$ cat src/hw/dhwio_regs.vh
// register map, reset values and field codes of the drive hardware information bank
// assumes a word-addressed view: word address = {object index, subindex}, byte address = word * 4
`ifndef DHWIO_REGS_VH
`define DHWIO_REGS_VH

`define DHWIO_ADR_W 26
`define DHWIO_WADR_W 24

// object indices
`define DHWIO_OBJ_HW_INFO 16'h4012
`define DHWIO_OBJ_HW_CONFIG 16'h4013
`define DHWIO_OBJ_OPER_COND 16'h4014
`define DHWIO_OBJ_SPECIAL 16'h4015

// subindices
`define DHWIO_SUB_COUNT 8'h00
`define DHWIO_SUB_EEPROM_CAP 8'h01
`define DHWIO_SUB_HW_CONFIG 8'h01
`define DHWIO_SUB_SUPPLY_MV 8'h01
`define DHWIO_SUB_LOGIC_MV 8'h02
`define DHWIO_SUB_BOARD_TEMP 8'h03
`define DHWIO_SUB_MOTOR_TEMP 8'h04
`define DHWIO_SUB_CHIP_TEMP 8'h05
`define DHWIO_SUB_MODE_CFG 8'h01
`define DHWIO_SUB_VSWITCH 8'h02

// highest supported subindex of each object
`define DHWIO_CNT_HW_INFO 8'h01
`define DHWIO_CNT_HW_CONFIG 8'h01
`define DHWIO_CNT_OPER_COND 8'h05
`define DHWIO_CNT_SPECIAL 8'h02

// reset values
`define DHWIO_RST_EEPROM_CAP 32'h00000000
`define DHWIO_RST_HW_CONFIG 32'h00000000
`define DHWIO_RST_COND 32'h00000000
`define DHWIO_RST_MODE_CFG 8'h01
`define DHWIO_RST_VSWITCH 8'h00

// special-mode configuration codes
`define DHWIO_MODE_OFF 8'h00
`define DHWIO_MODE_ROTARY 8'h01
`define DHWIO_MODE_VIRTUAL 8'h02

`endif

$ cat src/hw/dhwio_bank.v
// drive hardware information bank: eeprom size, operating conditions,
// hardware configuration word and special drive mode selection, as a classic wishbone slave
// assumes all inputs synchronous to clk_sys_in and measurement inputs already in final units
`timescale 1ns/1ps
`default_nettype none
`include "dhwio_regs.vh"

module dhwio_bank #(
	parameter ROTARY_W = 4
) (
	input wire clk_sys_in,
	input wire reset_in,
	input wire wb_cyc_in,
	input wire wb_stb_in,
	input wire wb_we_in,
	input wire [`DHWIO_ADR_W-1:0] wb_adr_in,
	input wire [3:0] wb_sel_in,
	input wire [31:0] wb_dat_in,
	output reg [31:0] wb_dat_out,
	output reg wb_ack_out,
	input wire [31:0] eeprom_byte_capacity_in,
	input wire [31:0] power_stage_supply_mv_in,
	input wire [31:0] logic_supply_mv_in,
	input wire [31:0] board_temperature_in,
	input wire [ROTARY_W-1:0] rotary_switch_in,
	output reg [31:0] hw_config_out,
	output reg special_modes_enable_out,
	output reg [7:0] special_mode_select_out
);

	wire [31:0] eeprom_cap_ff;
	wire [31:0] supply_mv_ff;
	wire [31:0] logic_mv_ff;
	wire [31:0] board_temp_ff;
	wire [31:0] hw_config_ff;
	wire [7:0] mode_cfg_ff;
	wire [7:0] vswitch_ff;

	reg [31:0] nxt_rdata;
	reg nxt_enable;
	reg [7:0] nxt_select;

	wire [`DHWIO_WADR_W-1:0] word_adr;
	wire [15:0] obj_idx;
	wire [7:0] sub_idx;
	wire bus_req;
	wire wr_stb;
	wire [7:0] rotary_ext;

	assign word_adr = wb_adr_in[`DHWIO_ADR_W-1:2];
	assign obj_idx = word_adr[23:8];
	assign sub_idx = word_adr[7:0];
	// one access per request; the ack cycle itself does not start a second one
	assign bus_req = wb_cyc_in & wb_stb_in & ~wb_ack_out;
	assign wr_stb = bus_req & wb_we_in;
	assign rotary_ext = {{(8-ROTARY_W){1'b0}}, rotary_switch_in};

	wire hit_hw_config;
	wire hit_mode_cfg;
	wire hit_vswitch;

	assign hit_hw_config = (obj_idx == `DHWIO_OBJ_HW_CONFIG) && (sub_idx == `DHWIO_SUB_HW_CONFIG);
	assign hit_mode_cfg = (obj_idx == `DHWIO_OBJ_SPECIAL) && (sub_idx == `DHWIO_SUB_MODE_CFG);
	assign hit_vswitch = (obj_idx == `DHWIO_OBJ_SPECIAL) && (sub_idx == `DHWIO_SUB_VSWITCH);

	// writes: byte lanes honoured, narrow entries take lane 0 only
	dhwio_lane_reg #(
		.LANES(4),
		.RESET_VALUE(`DHWIO_RST_HW_CONFIG)
	) u_hw_config (
		.clk_sys_in(clk_sys_in),
		.reset_in(reset_in),
		.write_in(wr_stb && hit_hw_config),
		.lane_sel_in(wb_sel_in),
		.data_in(wb_dat_in),
		.value_out(hw_config_ff)
	);

	dhwio_lane_reg #(
		.LANES(1),
		.RESET_VALUE(`DHWIO_RST_MODE_CFG)
	) u_mode_cfg (
		.clk_sys_in(clk_sys_in),
		.reset_in(reset_in),
		.write_in(wr_stb && hit_mode_cfg),
		.lane_sel_in(wb_sel_in[0]),
		.data_in(wb_dat_in[7:0]),
		.value_out(mode_cfg_ff)
	);

	dhwio_lane_reg #(
		.LANES(1),
		.RESET_VALUE(`DHWIO_RST_VSWITCH)
	) u_vswitch (
		.clk_sys_in(clk_sys_in),
		.reset_in(reset_in),
		.write_in(wr_stb && hit_vswitch),
		.lane_sel_in(wb_sel_in[0]),
		.data_in(wb_dat_in[7:0]),
		.value_out(vswitch_ff)
	);

	// read multiplexer; unmapped addresses read zero
	always @* begin
		nxt_rdata = 32'h00000000;
		case (obj_idx)
			`DHWIO_OBJ_HW_INFO: begin
				case (sub_idx)
					`DHWIO_SUB_COUNT: nxt_rdata = {24'h000000, `DHWIO_CNT_HW_INFO};
					`DHWIO_SUB_EEPROM_CAP: nxt_rdata = eeprom_cap_ff;
					default: nxt_rdata = 32'h00000000;
				endcase
			end
			`DHWIO_OBJ_HW_CONFIG: begin
				case (sub_idx)
					`DHWIO_SUB_COUNT: nxt_rdata = {24'h000000, `DHWIO_CNT_HW_CONFIG};
					`DHWIO_SUB_HW_CONFIG: nxt_rdata = hw_config_ff;
					default: nxt_rdata = 32'h00000000;
				endcase
			end
			`DHWIO_OBJ_OPER_COND: begin
				case (sub_idx)
					`DHWIO_SUB_COUNT: nxt_rdata = {24'h000000, `DHWIO_CNT_OPER_COND};
					`DHWIO_SUB_SUPPLY_MV: nxt_rdata = supply_mv_ff;
					`DHWIO_SUB_LOGIC_MV: nxt_rdata = logic_mv_ff;
					`DHWIO_SUB_BOARD_TEMP: nxt_rdata = board_temp_ff;
					`DHWIO_SUB_MOTOR_TEMP: nxt_rdata = `DHWIO_RST_COND;
					`DHWIO_SUB_CHIP_TEMP: nxt_rdata = `DHWIO_RST_COND;
					default: nxt_rdata = 32'h00000000;
				endcase
			end
			`DHWIO_OBJ_SPECIAL: begin
				case (sub_idx)
					`DHWIO_SUB_COUNT: nxt_rdata = {24'h000000, `DHWIO_CNT_SPECIAL};
					`DHWIO_SUB_MODE_CFG: nxt_rdata = {24'h000000, mode_cfg_ff};
					`DHWIO_SUB_VSWITCH: nxt_rdata = {24'h000000, vswitch_ff};
					default: nxt_rdata = 32'h00000000;
				endcase
			end
			default: nxt_rdata = 32'h00000000;
		endcase
	end

	// mode source selection from the stored configuration
	always @* begin
		nxt_enable = 1'b0;
		nxt_select = 8'h00;
		case (mode_cfg_ff)
			`DHWIO_MODE_OFF: begin
				nxt_enable = 1'b0;
				nxt_select = 8'h00;
			end
			`DHWIO_MODE_ROTARY: begin
				nxt_enable = 1'b1;
				nxt_select = rotary_ext;
			end
			`DHWIO_MODE_VIRTUAL: begin
				nxt_enable = 1'b1;
				nxt_select = vswitch_ff;
			end
			default: begin
				nxt_enable = 1'b0;
				nxt_select = 8'h00;
			end
		endcase
	end

	// measured values are captured every cycle; writes to them are dropped
	dhwio_capture_reg #(
		.WIDTH(32),
		.RESET_VALUE(`DHWIO_RST_EEPROM_CAP)
	) u_eeprom_cap (
		.clk_sys_in(clk_sys_in),
		.reset_in(reset_in),
		.value_in(eeprom_byte_capacity_in),
		.value_out(eeprom_cap_ff)
	);

	dhwio_capture_reg #(
		.WIDTH(32),
		.RESET_VALUE(`DHWIO_RST_COND)
	) u_supply_mv (
		.clk_sys_in(clk_sys_in),
		.reset_in(reset_in),
		.value_in(power_stage_supply_mv_in),
		.value_out(supply_mv_ff)
	);

	dhwio_capture_reg #(
		.WIDTH(32),
		.RESET_VALUE(`DHWIO_RST_COND)
	) u_logic_mv (
		.clk_sys_in(clk_sys_in),
		.reset_in(reset_in),
		.value_in(logic_supply_mv_in),
		.value_out(logic_mv_ff)
	);

	dhwio_capture_reg #(
		.WIDTH(32),
		.RESET_VALUE(`DHWIO_RST_COND)
	) u_board_temp (
		.clk_sys_in(clk_sys_in),
		.reset_in(reset_in),
		.value_in(board_temperature_in),
		.value_out(board_temp_ff)
	);

	// bus answer one cycle after the request, data registered with it
	always @(posedge clk_sys_in) begin
		if (reset_in) begin
			wb_ack_out <= 1'b0;
			wb_dat_out <= 32'h00000000;
		end else begin
			wb_ack_out <= bus_req;
			if (bus_req && !wb_we_in) begin
				wb_dat_out <= nxt_rdata;
			end
		end
	end

	always @(posedge clk_sys_in) begin
		if (reset_in) begin
			hw_config_out <= `DHWIO_RST_HW_CONFIG;
			special_modes_enable_out <= 1'b0;
			special_mode_select_out <= 8'h00;
		end else begin
			hw_config_out <= hw_config_ff;
			special_modes_enable_out <= nxt_enable;
			special_mode_select_out <= nxt_select;
		end
	end

endmodule

// one measured value, refreshed every cycle; host writes never reach it
module dhwio_capture_reg #(
	parameter WIDTH = 32,
	parameter [WIDTH-1:0] RESET_VALUE = {WIDTH{1'b0}}
) (
	input wire clk_sys_in,
	input wire reset_in,
	input wire [WIDTH-1:0] value_in,
	output wire [WIDTH-1:0] value_out
);

	reg [WIDTH-1:0] value_ff;

	always @(posedge clk_sys_in) begin
		if (reset_in) begin
			value_ff <= RESET_VALUE;
		end else begin
			value_ff <= value_in;
		end
	end

	assign value_out = value_ff;

endmodule

// host-writable register of whole byte lanes; a lane changes only when its select bit is set
module dhwio_lane_reg #(
	parameter LANES = 4,
	parameter [8*LANES-1:0] RESET_VALUE = {(8*LANES){1'b0}}
) (
	input wire clk_sys_in,
	input wire reset_in,
	input wire write_in,
	input wire [LANES-1:0] lane_sel_in,
	input wire [8*LANES-1:0] data_in,
	output wire [8*LANES-1:0] value_out
);

	reg [8*LANES-1:0] value_ff;
	reg [8*LANES-1:0] nxt_value;
	integer lane;

	always @* begin
		nxt_value = value_ff;
		for (lane = 0; lane < LANES; lane = lane + 1) begin
			if (write_in && lane_sel_in[lane]) begin
				nxt_value[8*lane +: 8] = data_in[8*lane +: 8];
			end
		end
	end

	always @(posedge clk_sys_in) begin
		if (reset_in) begin
			value_ff <= RESET_VALUE;
		end else begin
			value_ff <= nxt_value;
		end
	end

	assign value_out = value_ff;

endmodule

`default_nettype wire

$ cat config.mk
export PLATFORM = sky130hd
export DESIGN_NAME = dhwio_bank
export DESIGN_NICKNAME = d
export VERILOG_FILES = /design/src/hw/dhwio_bank.v
export VERILOG_INCLUDE_DIRS = /design/src /design/src/hw
export SDC_FILE = /design/constraint.sdc
export NUM_CORES = 1
export LEC_CHECK = 0
export BUFFER_PORTS_ARGS = -buffer_cell sky130_fd_sc_hd__buf_2
export CORE_MARGIN = 5
export CORE_UTILIZATION = 56
export CTS_BUF_LIST = sky130_fd_sc_hd__clkbuf_16
export CTS_CLUSTER_SIZE = 14
export DETAILED_ROUTE_END_ITERATION = 6
export GPL_TIMING_DRIVEN = 0
export PLACE_DENSITY = 0.87
export SLEW_MARGIN = 20
export SYNTH_ARGS = -nofsm -noshare
export SYNTH_HDL_FRONTEND = slang
export SYNTH_HIERARCHICAL = 1
export SYNTH_SLANG_ARGS = --single-unit
$ cat constraint.sdc
create_clock -name clk_sys_in -period 3.7 [get_ports clk_sys_in]
set_input_delay 0.37 -clock clk_sys_in [delete_from_list [all_inputs] [get_ports clk_sys_in]]
set_output_delay 0.37 -clock clk_sys_in [all_outputs]
set_load 0.005 [all_outputs]
== Word-level counts from Yosys, hierarchy flattened ==
Cells that the tools add are included.

* Bits in registers: 250
* Output and inout port bits: 74
* Logic and storage cells: 51

* Eq/ne operators: 9
* Multiplexer cells: 7
* Bitwise operators: 4
* Reductions and logical operators: 16

{| class="wikitable"
|+ Operators with widths
! kind !! number
|-
| 32-bit case mux with 4 select lines || 2
|-
| 32-bit case mux with 2 select lines || 2
|-
| 16-bit by 15-bit == test with 1-bit output, second input constant || 4
|-
| 8-bit by 2-bit == test with 1-bit output, second input constant || 3
|-
| 8-bit case mux with 3 select lines || 1
|-
| 8-bit by 1-bit == test with 1-bit output, second input constant || 2
|-
| 8-bit case mux with 2 select lines || 1
|-
| 1-bit logical AND || 13
|-
| 8-bit logical NOT || 1
|-
| 1-bit AND || 3
|-
| 2-bit OR reduction || 1
|-
| 1-bit logical NOT || 1
|-
| 1-bit two-way mux || 1
|-
| 1-bit inverter || 1
|}

== Longest topological paths before layout ==
Gate-level depths: netlist of run 1.

* Depth in word-level cells: 5
* Mapped depth: 9

== Cells and area by module ==
Netlist of run 1, hierarchy kept.

{| class="wikitable"
|+ By module, submodules not included
! module !! instances !! cells an instance !! area an instance (um2) !! sequential area each (um2)
|-
| dhwio_bank || 1 || 436 || 3963.8 || 1481.4
|-
| dhwio_capture_reg || 4 || 67 || 863.3 || 640.6
|-
| dhwio_lane_reg at u_hw_config || 1 || 146 || 1463.9 || 640.6
|-
| dhwio_lane_reg at u_vswitch || 1 || 37 || 366.6 || 160.2
|-
| dhwio_lane_reg at u_mode_cfg || 1 || 37 || 364.1 || 160.2
|}

== Worst setup path after synthesis of run 1 ==
OpenSTA, ideal clock, no wires.

* Kind: input-to-reg
* Start: input wb_adr_in[13]
* End: register u_hw_config.value_ff[11] (netlist: u_hw_config/value_out[11])
* Library setup time: 0.068 ns
* Arrival time: 2.155 ns
* Data required time: 3.632 ns
* Setup slack: 1.477 ns
* Stages: 9
* Path through: nor3_1 > nand4_4 > buf_2 > nor4_1 > and3_1 > buf_6 > buf_2 > nand3_1 > a21oi_2

* Cells in the longest elaborated chain, start to end: 4

{| class="wikitable"
|+ RTL lines
! what !! line !! RTL
|-
| start: declaration || dhwio_bank.v:16 || <nowiki>input wire [`DHWIO_ADR_W-1:0] wb_adr_in,</nowiki>
|-
| 16-bit by 15-bit == test with 1-bit output || - ||
|-
| 1-bit logical AND || dhwio_bank.v:62 || <nowiki>assign hit_hw_config = (obj_idx == `DHWIO_OBJ_HW_CONFIG) && (sub_idx == `DHWIO_SUB_HW_CONFIG);</nowiki>
|-
| 1-bit logical AND || dhwio_bank.v:73 || <nowiki>.write_in(wr_stb && hit_hw_config),</nowiki>
|-
| 1-bit logical AND || dhwio_bank.v:281 || <nowiki>if (write_in && lane_sel_in[lane]) begin</nowiki>
|-
| end signal: assignment || dhwio_bank.v:291 || <nowiki>value_ff <= nxt_value;</nowiki>
|-
| end: declaration || dhwio_bank.v:274 || <nowiki>reg [8*LANES-1:0] value_ff;</nowiki>
|}

No other way between the ends.
A chain may end at the register's enable or synchronous reset.

== Final worst setup path of run 1 ==
* Start: input wb_adr_in[13]
* End: register u_hw_config.value_ff[13] (netlist: u_hw_config/value_out[13])

Same word-level chain as after synthesis.

==> metrics, run 1 <==
status=finished, violations left; failing checks=design-rule violations; slowest library cell on the worst path=nor3_1; Mapped Area=between 0.009 and 0.01 mm²; Tot Pwr=5.68 mW; R2R Setup Slk=1.61 ns; reg2reg end=u_hw_config/value_out[13]$_SDFFE_PP0P_; Rows=48; Slew headroom=46.2%; Crit path largest cell delay=0.46 ns; Top-Level Pins=273; port bufs=263; Area Growth Syn to Fin=24.8%; min-delay worst type=in2reg; DR WL/cell=18.1 µm; vias in the first global route=7736; share of cells above drive strength 1=32.7%; drt first-iter violations=561; Tcrit/Tclk final=roughly two thirds; GRT overflow=0; post_cts resized=0; hold path endpoint=u_logic_mv/value_out[7]$_SDFF_PP0_; WHS=~0.056 ns; setup TNS=0 ns; fin util=a little over two thirds; GPL Wtd Cong=0.953; Starting Density=56.4%; non-filler cells, final=1460; Worst Path Required=4.13 ns; worst-case clock buffer depth=3; area of the multi-input gates=just over 0.004 mm²; first-pass GRT wire length=41.2 mm; post-synthesis sequential area ratio=52.1%; Die X=141 µm; crit path max fanout=10; largest cells by area after synthesis=dfxtp_1 52%, nor2b_1 11%, mux2_2 3.6%; Die Y-Extent=approximately 140 µm; R2R depth=7; CTS tree=yes; busiest layer in global routing=met2; Synth Area per Inst=between 10 and 15 µm²; Max VDD drop=between 300 and 400 µV; Final Critical Period=2.42 ns; nets@finish=roughly 1400; PwrDens=~470 mW/mm²; Post-Synthesis Net Count=approximately 1100; critical path class=in2reg; met1 Resource Use GR=34.4%; max cap viols=0; crit path cell chain=buf_2 -> nor3_1 -> nand4_4 -> buf_2 -> nor4_1 -> and3_1 -> buf_6 -> buf_2 -> nand3_1 -> a21oi_1; post-synthesis async set-or-reset flop share=0%; FF/Latch Area=about 0.0050 mm²; hold_buf cts=0; post-synthesis cell count=924; ANT nets after route=0; CTS Buf Count=25; Vias=around 7800; Fin. Hold Viols=0; RSZ-0062 raised after global routing=false; H-Tree Depth=1; placed cells=around 1400; ys flop type=dfxtp_1; fillers=1303; final wirelength=between 20 and 30 mm; worst slew pin tran=0.804 ns; die area=0.0199 mm²; GRT Total Usage=about 26%; max-slew violation count=0; Final Skew=~0.015 ns; met3 Resource Use GR=4.41%; setup repair bufs after CTS=0; root buf cell=clkbuf_16; Skew-Pair Late Insertion Delay=0.52 ns; Max Clk Rate=413 MHz; Critical Path AT=about 2.9 ns; via/cell ratio=5.33; Lkg Pwr=5.22 nW; number of synthesized flops with an enable pin=0; post-synthesis register bit count=250; CP startpoint kind=primary input; Yosys cell types=42; HPWL after detailed placement=20.0 mm; GR Util met2=between 40 and 50%; Pre-antenna DRT Iters=7; core area=0.0171 mm²; YS warnings=6; CP Capture Type=flip-flop; Worst path most repeated cell=buf_2; Reg clk slew, reported paths=0.06 ns; delay-heaviest family, CP=simple AND/OR/NAND/NOR gates; DRC=6; cell taking the most area after synthesis=dfxtp_1; largest net degree at the start of global routing=31; commonest cells after routing, fill and taps aside=274 x buf_2, 250 x dfxtp_1, 166 x nor2b_1; Sink Count=250; worst path buffer plus inverter count=4; commonest non-fill, non-tap cell in the layout=buf_2; hold depth=2; antenna violations before repair=3; post-synth top area share=a little over half; Hold Path Origin=logic_supply_mv_in[7]; final setup vio count=0; FF-to-FF Start=wb_ack_out$_SDFF_PP0_
==> Yosys cell counts (all sizes together), types with 5 or more instances <==
cell type / n
a211oi: 26
a21bo: 47
a21oi: 49
a22o: 37
a22oi: 11
a311oi: 6
buf: 53
clkbuf: 27
dfxtp: 250
mux2: 31
mux2i: 33
nand2: 5
nand3: 47
nor2: 45
nor2b: 166
nor3: 56
or3: 5
==> logic make-up (layout without fill, tap and decap cells) <==
logic type | count (synthesis) | in the layout | synth area share [%]
buf+inv | 82 | 390 | 5.34
other cells | 0 | 3 | 0
flops | 250 | 250 | 52.1
compound gates | 182 | 182 | 15.0
simple gates | 346 | 346 | 20.5
mux | 64 | 64 | 7.07
==> stage by stage <==
stage                     instance area [µm²]  worst slack [ns]
after floorplan                          9610              1.48
after global placement                  11200             0.838
after detailed placement                11200             0.854
after CTS                               12000              1.33
after global routing                    12000              1.04
final                                   12000              1.28
==> worst reg2reg max path: stages, from the launching register on <==
cell and delay, ns:
dfxtp_1 0.30, nand3b_1 0.29, nor4_1 0.44, and3_1 0.27
buf_6 0.16, buf_2 0.24, nand3_1 0.13, a21oi_1 0.17
==> layer usage <==
metal / part of all wire, % / up-vias
met1: 42 / 3589
met3: 7.1 / 57
li1: - / 3790
met5: 0 / -
met2: 48 / 341
met4: 3.2 / 0
==> power by group <==
part / leakage (nW) / switching, mW / total, mW / internal, mW
sequential: 2.05 / 0.0278 / 2.81 / 2.79
clock: 0.402 / 1.04 / 2.42 / 1.38
combinational: 2.77 / 0.229 / 0.447 / 0.218
==> flip-flops by register name (all words and copies together) (netlist names) <==
name,flops
hw_config_out,32
wb_ack_out,1
u_board_temp/value_out,32
u_eeprom_cap/value_out,32
u_vswitch/value_out,8
special_mode_select_out,8
special_modes_enable_out,1
u_hw_config/value_out,32
u_logic_mv/value_out,32
u_supply_mv/value_out,32
u_mode_cfg/value_out,8
wb_dat_out,32
==> worst max-delay path by stage <==
stage / end / from / depth (start not counted) / slack (ns)
detailed placement: u_hw_config/value_out[11]$_SDFFE_PP0P_ / wb_adr_in[13] / 10 / 0.85
global route: u_hw_config/value_out[13]$_SDFFE_PP0P_ / wb_adr_in[13] / 10 / 1.04
global placement: u_hw_config/value_out[12]$_SDFFE_PP0P_ / wb_adr_in[13] / 10 / 0.84
CTS: u_hw_config/value_out[13]$_SDFFE_PP0P_ / wb_adr_in[13] / 10 / 1.33
floorplan: u_hw_config/value_out[11]$_SDFFE_PP0P_ / wb_adr_in[13] / 9 / 1.48
finish: u_hw_config/value_out[13]$_SDFFE_PP0P_ / wb_adr_in[13] / 10 / 1.28
==> cell type report <==
class                           instances  area share [%]
Clock inverter                         20            1.30
Antenna cell                            3          0.0626
Clock buffer                           25            5.21
Inverter                                2          0.0626
Multi-Input combinational cell        592            34.1
Sequential cell                       250            41.7
Tap cell                              225            2.35
Buffer                                 80            4.21
Timing Repair Buffer                  263            11.0
No activity file was read; power rests on OpenSTA's default activity.
==> inputs of run 2 (changes only) <==
--- a/config.mk
+++ b/config.mk
@@ -8,12 +8,12 @@
 export LEC_CHECK = 0
 export BUFFER_PORTS_ARGS = -buffer_cell sky130_fd_sc_hd__buf_2
 export CORE_MARGIN = 5
-export CORE_UTILIZATION = 56
+export CORE_UTILIZATION = 47
 export CTS_BUF_LIST = sky130_fd_sc_hd__clkbuf_16
 export CTS_CLUSTER_SIZE = 14
 export DETAILED_ROUTE_END_ITERATION = 6
 export GPL_TIMING_DRIVEN = 0
-export PLACE_DENSITY = 0.87
+export PLACE_DENSITY = 0.78
 export SLEW_MARGIN = 20
 export SYNTH_ARGS = -nofsm -noshare
 export SYNTH_HDL_FRONTEND = slang
==> constraint.sdc (replaced) <==
create_clock -name clk_sys_in -period 2 [get_ports clk_sys_in]
set_input_delay 0.2 -clock clk_sys_in [delete_from_list [all_inputs] [get_ports clk_sys_in]]
set_output_delay 0.2 -clock clk_sys_in [all_outputs]
set_load 0.005 [all_outputs]
==> run 2 against run 1 <==
The flow now finishes without violations; total power rose by 90%; via count rose by 12%; worst setup slack got worse by 1.1 ns; die area rose by 18%; sequential share of layout area fell by 5.4 points; utilization fell by 2.0 points; non-clock buffer count rose by 170; design area rose by 15%; routed wire length rose by 24%; clock power rose by 84%.
==> metrics, run 2 (synthesized netlist as in run 1, its figures left out) <==
root buf cell=clkbuf_16; Flop pwr share=48.2%; commonest cells after routing, fill and taps aside=271 x buf_2, 250 x dfxtp_1, 168 x dlygate4sd3_1; Tcrit/Tclk final=roughly 92%; RSZ-0062 raised after global routing=false; CTS Buf Count=25; Final Critical Period=1.85 ns; critical path class=reg2reg; Die Y-Extent=~150 µm; GRT Total Usage=between 20% and 30%; setup TNS=0 ns; nets@finish=around 1600; H-Tree Depth=1; Pre-antenna DRT Iters=5; Crit path largest cell delay=between 0.4 and 0.5 ns; crit path cell chain=nand3b_1 -> buf_4 -> nor2_2 -> clkbuf_1 -> a311oi_1; max-slew violation count=0; HPWL after detailed placement=~21 mm; Worst Path Required=2.36 ns; slowest library cell on the worst path=clkbuf_1; Rows=52; Final Skew=0.0277 ns; worst slew pin tran=0.815 ns; final setup vio count=0; min-delay worst type=in2reg; final wirelength=32.9 mm; first-pass GRT wire length=50.5 mm; largest net degree at the start of global routing=31; Fin. Hold Viols=0; Switch Pwr=2.51 mW; port bufs=around 260; Starting Density=47.7%; via/cell ratio=5.21; Vias=slightly below 9000; CP Capture Type=flip-flop; fillers=~1500; final instance area=0.0138 mm²; CP startpoint kind=flip-flop; Int Pwr=slightly above 8 mW; Skew-Pair Late Insertion Delay=roughly 0.53 ns; Sink Count=250; GPL Wtd Cong=0.888; Max Clk Rate=between 500 and 600 MHz; PwrDens=783 mW/mm²; Reg clk slew, reported paths=around 0.06 ns; CTS tree=yes; clock power share=41.2%; antenna violations before repair=6; Die X=153 µm; Lkg Pwr=around 5.9 nW; vias in the first global route=9015; commonest non-fill, non-tap cell in the layout=buf_2; Tot Pwr=10.8 mW; DRC=0; DP Area=0.0113 mm²; die area=0.0234 mm²; share of cells above drive strength 1=29.4%; core area=0.0202 mm²; WHS=0.0719 ns; crit path max fanout=10; Slew headroom=45.7%; DR WL/cell=19.7 µm; max cap viols=0; Max VDD drop=567 µV; combinational group share of total power=10.6%; GRT overflow=0; Net Sw Frac=a little under a quarter; Critical Path AT=2.21 ns; Area Growth Syn to Fin=43.5%; status=finished, final reports clean; Top-Level Pins=about 270; worst-case clock buffer depth=3; ANT nets after route=0; drt first-iter violations=583
==> run 2: through the flow <==
stage | setup WS [ns] | std cells | utilization, %
CTS | -0.00674 | 1668 | 68.1
global route | 0.000132 | 1674 | 68.4
global placement | -0.425 | 1457 | 55.9
finish | 0.150 | 1674 | 68.4
detailed placement | -0.476 | 1457 | 55.9
floorplan | 0.0286 | 924 | -
==> run 2: timing repair <==
| action | 4_1_cts | 5_1_grt |
|---|---|---|
| endpoints found under the hold margin | 173 | 0 |
| cloned | 0 | 0 |
| setup endpoints to repair | 30 | 71 |
| resized for setup | 1 | 10 |
| buffers inserted | 0 | 4 |
| hold buffers | 168 | 0 |
| pin swaps | 1 | 0 |
==> run 2: area by class of cell <==
cell class                 count  area (µm²)  share of cell area, %
sequential                   250        5000                   36.3
multi-input combinational    592        4130                   30.0
timing repair buffer         435        3030                   22.0
clock buffer                  25         626                   4.54
buffer                        78         507                   3.67
tap                          270         338                   2.45
clock inverter                18         139                   1.01
antenna                        4        10.0                 0.0726
inverter                       2        7.51                 0.0544
==> run 2: power by group through the flow <==
| stage | Combinational [mW] | Sequential, mW | Clock (mW) |
|---|---|---|---|
| after CTS | 1.09 | 5.20 | 4.48 |
| after global placement | 0.823 | 5.31 | 0 |
| after floorplan | 0.443 | 5.30 | 0 |
| after detailed placement | 0.832 | 5.31 | 0 |
| after global routing | 1.22 | 5.22 | 4.70 |
| final | 1.14 | 5.21 | 4.45 |
==> run 2: worst paths after layout <==
kind | slack [ns] | endpoint | from | cells past startpoint
setup / recovery | 0.15 | wb_dat_out[4]$_SDFFE_PP0P_ | wb_ack_out$_SDFF_PP0_ | 5
hold / removal | 0.07 | u_vswitch/value_out[1]$_SDFFE_PP0P_ | wb_sel_in[0] | 3
setup reg to reg | 0.15 | wb_dat_out[4]$_SDFFE_PP0P_ | wb_ack_out$_SDFF_PP0_ | 5
hold reg to reg | 0.48 | hw_config_out[7]$_SDFF_PP0_ | u_hw_config/value_out[7]$_SDFFE_PP0P_ | 1
==> run 2: metal layers <==
metal	part of all wire, %	vias up	global-route usage, %
li1	-	4141	-
met1	40	4092	32.5
met2	49	391	47.5
met3	6.7	95	5.34
met4	4.0	4	11.0
met5	0.085	-	0
==> run 2: worst max-delay path, delay by kind of cell (launching register included) <==
| family | cells | cell delay [ns] |
|---|---|---|
| buffers and inverters | 2 | 0.64 |
| AOI/OAI and AO/OA | 1 | 0.17 |
| and+or+nand+nor | 2 | 0.55 |
| DFF | 1 | 0.33 |
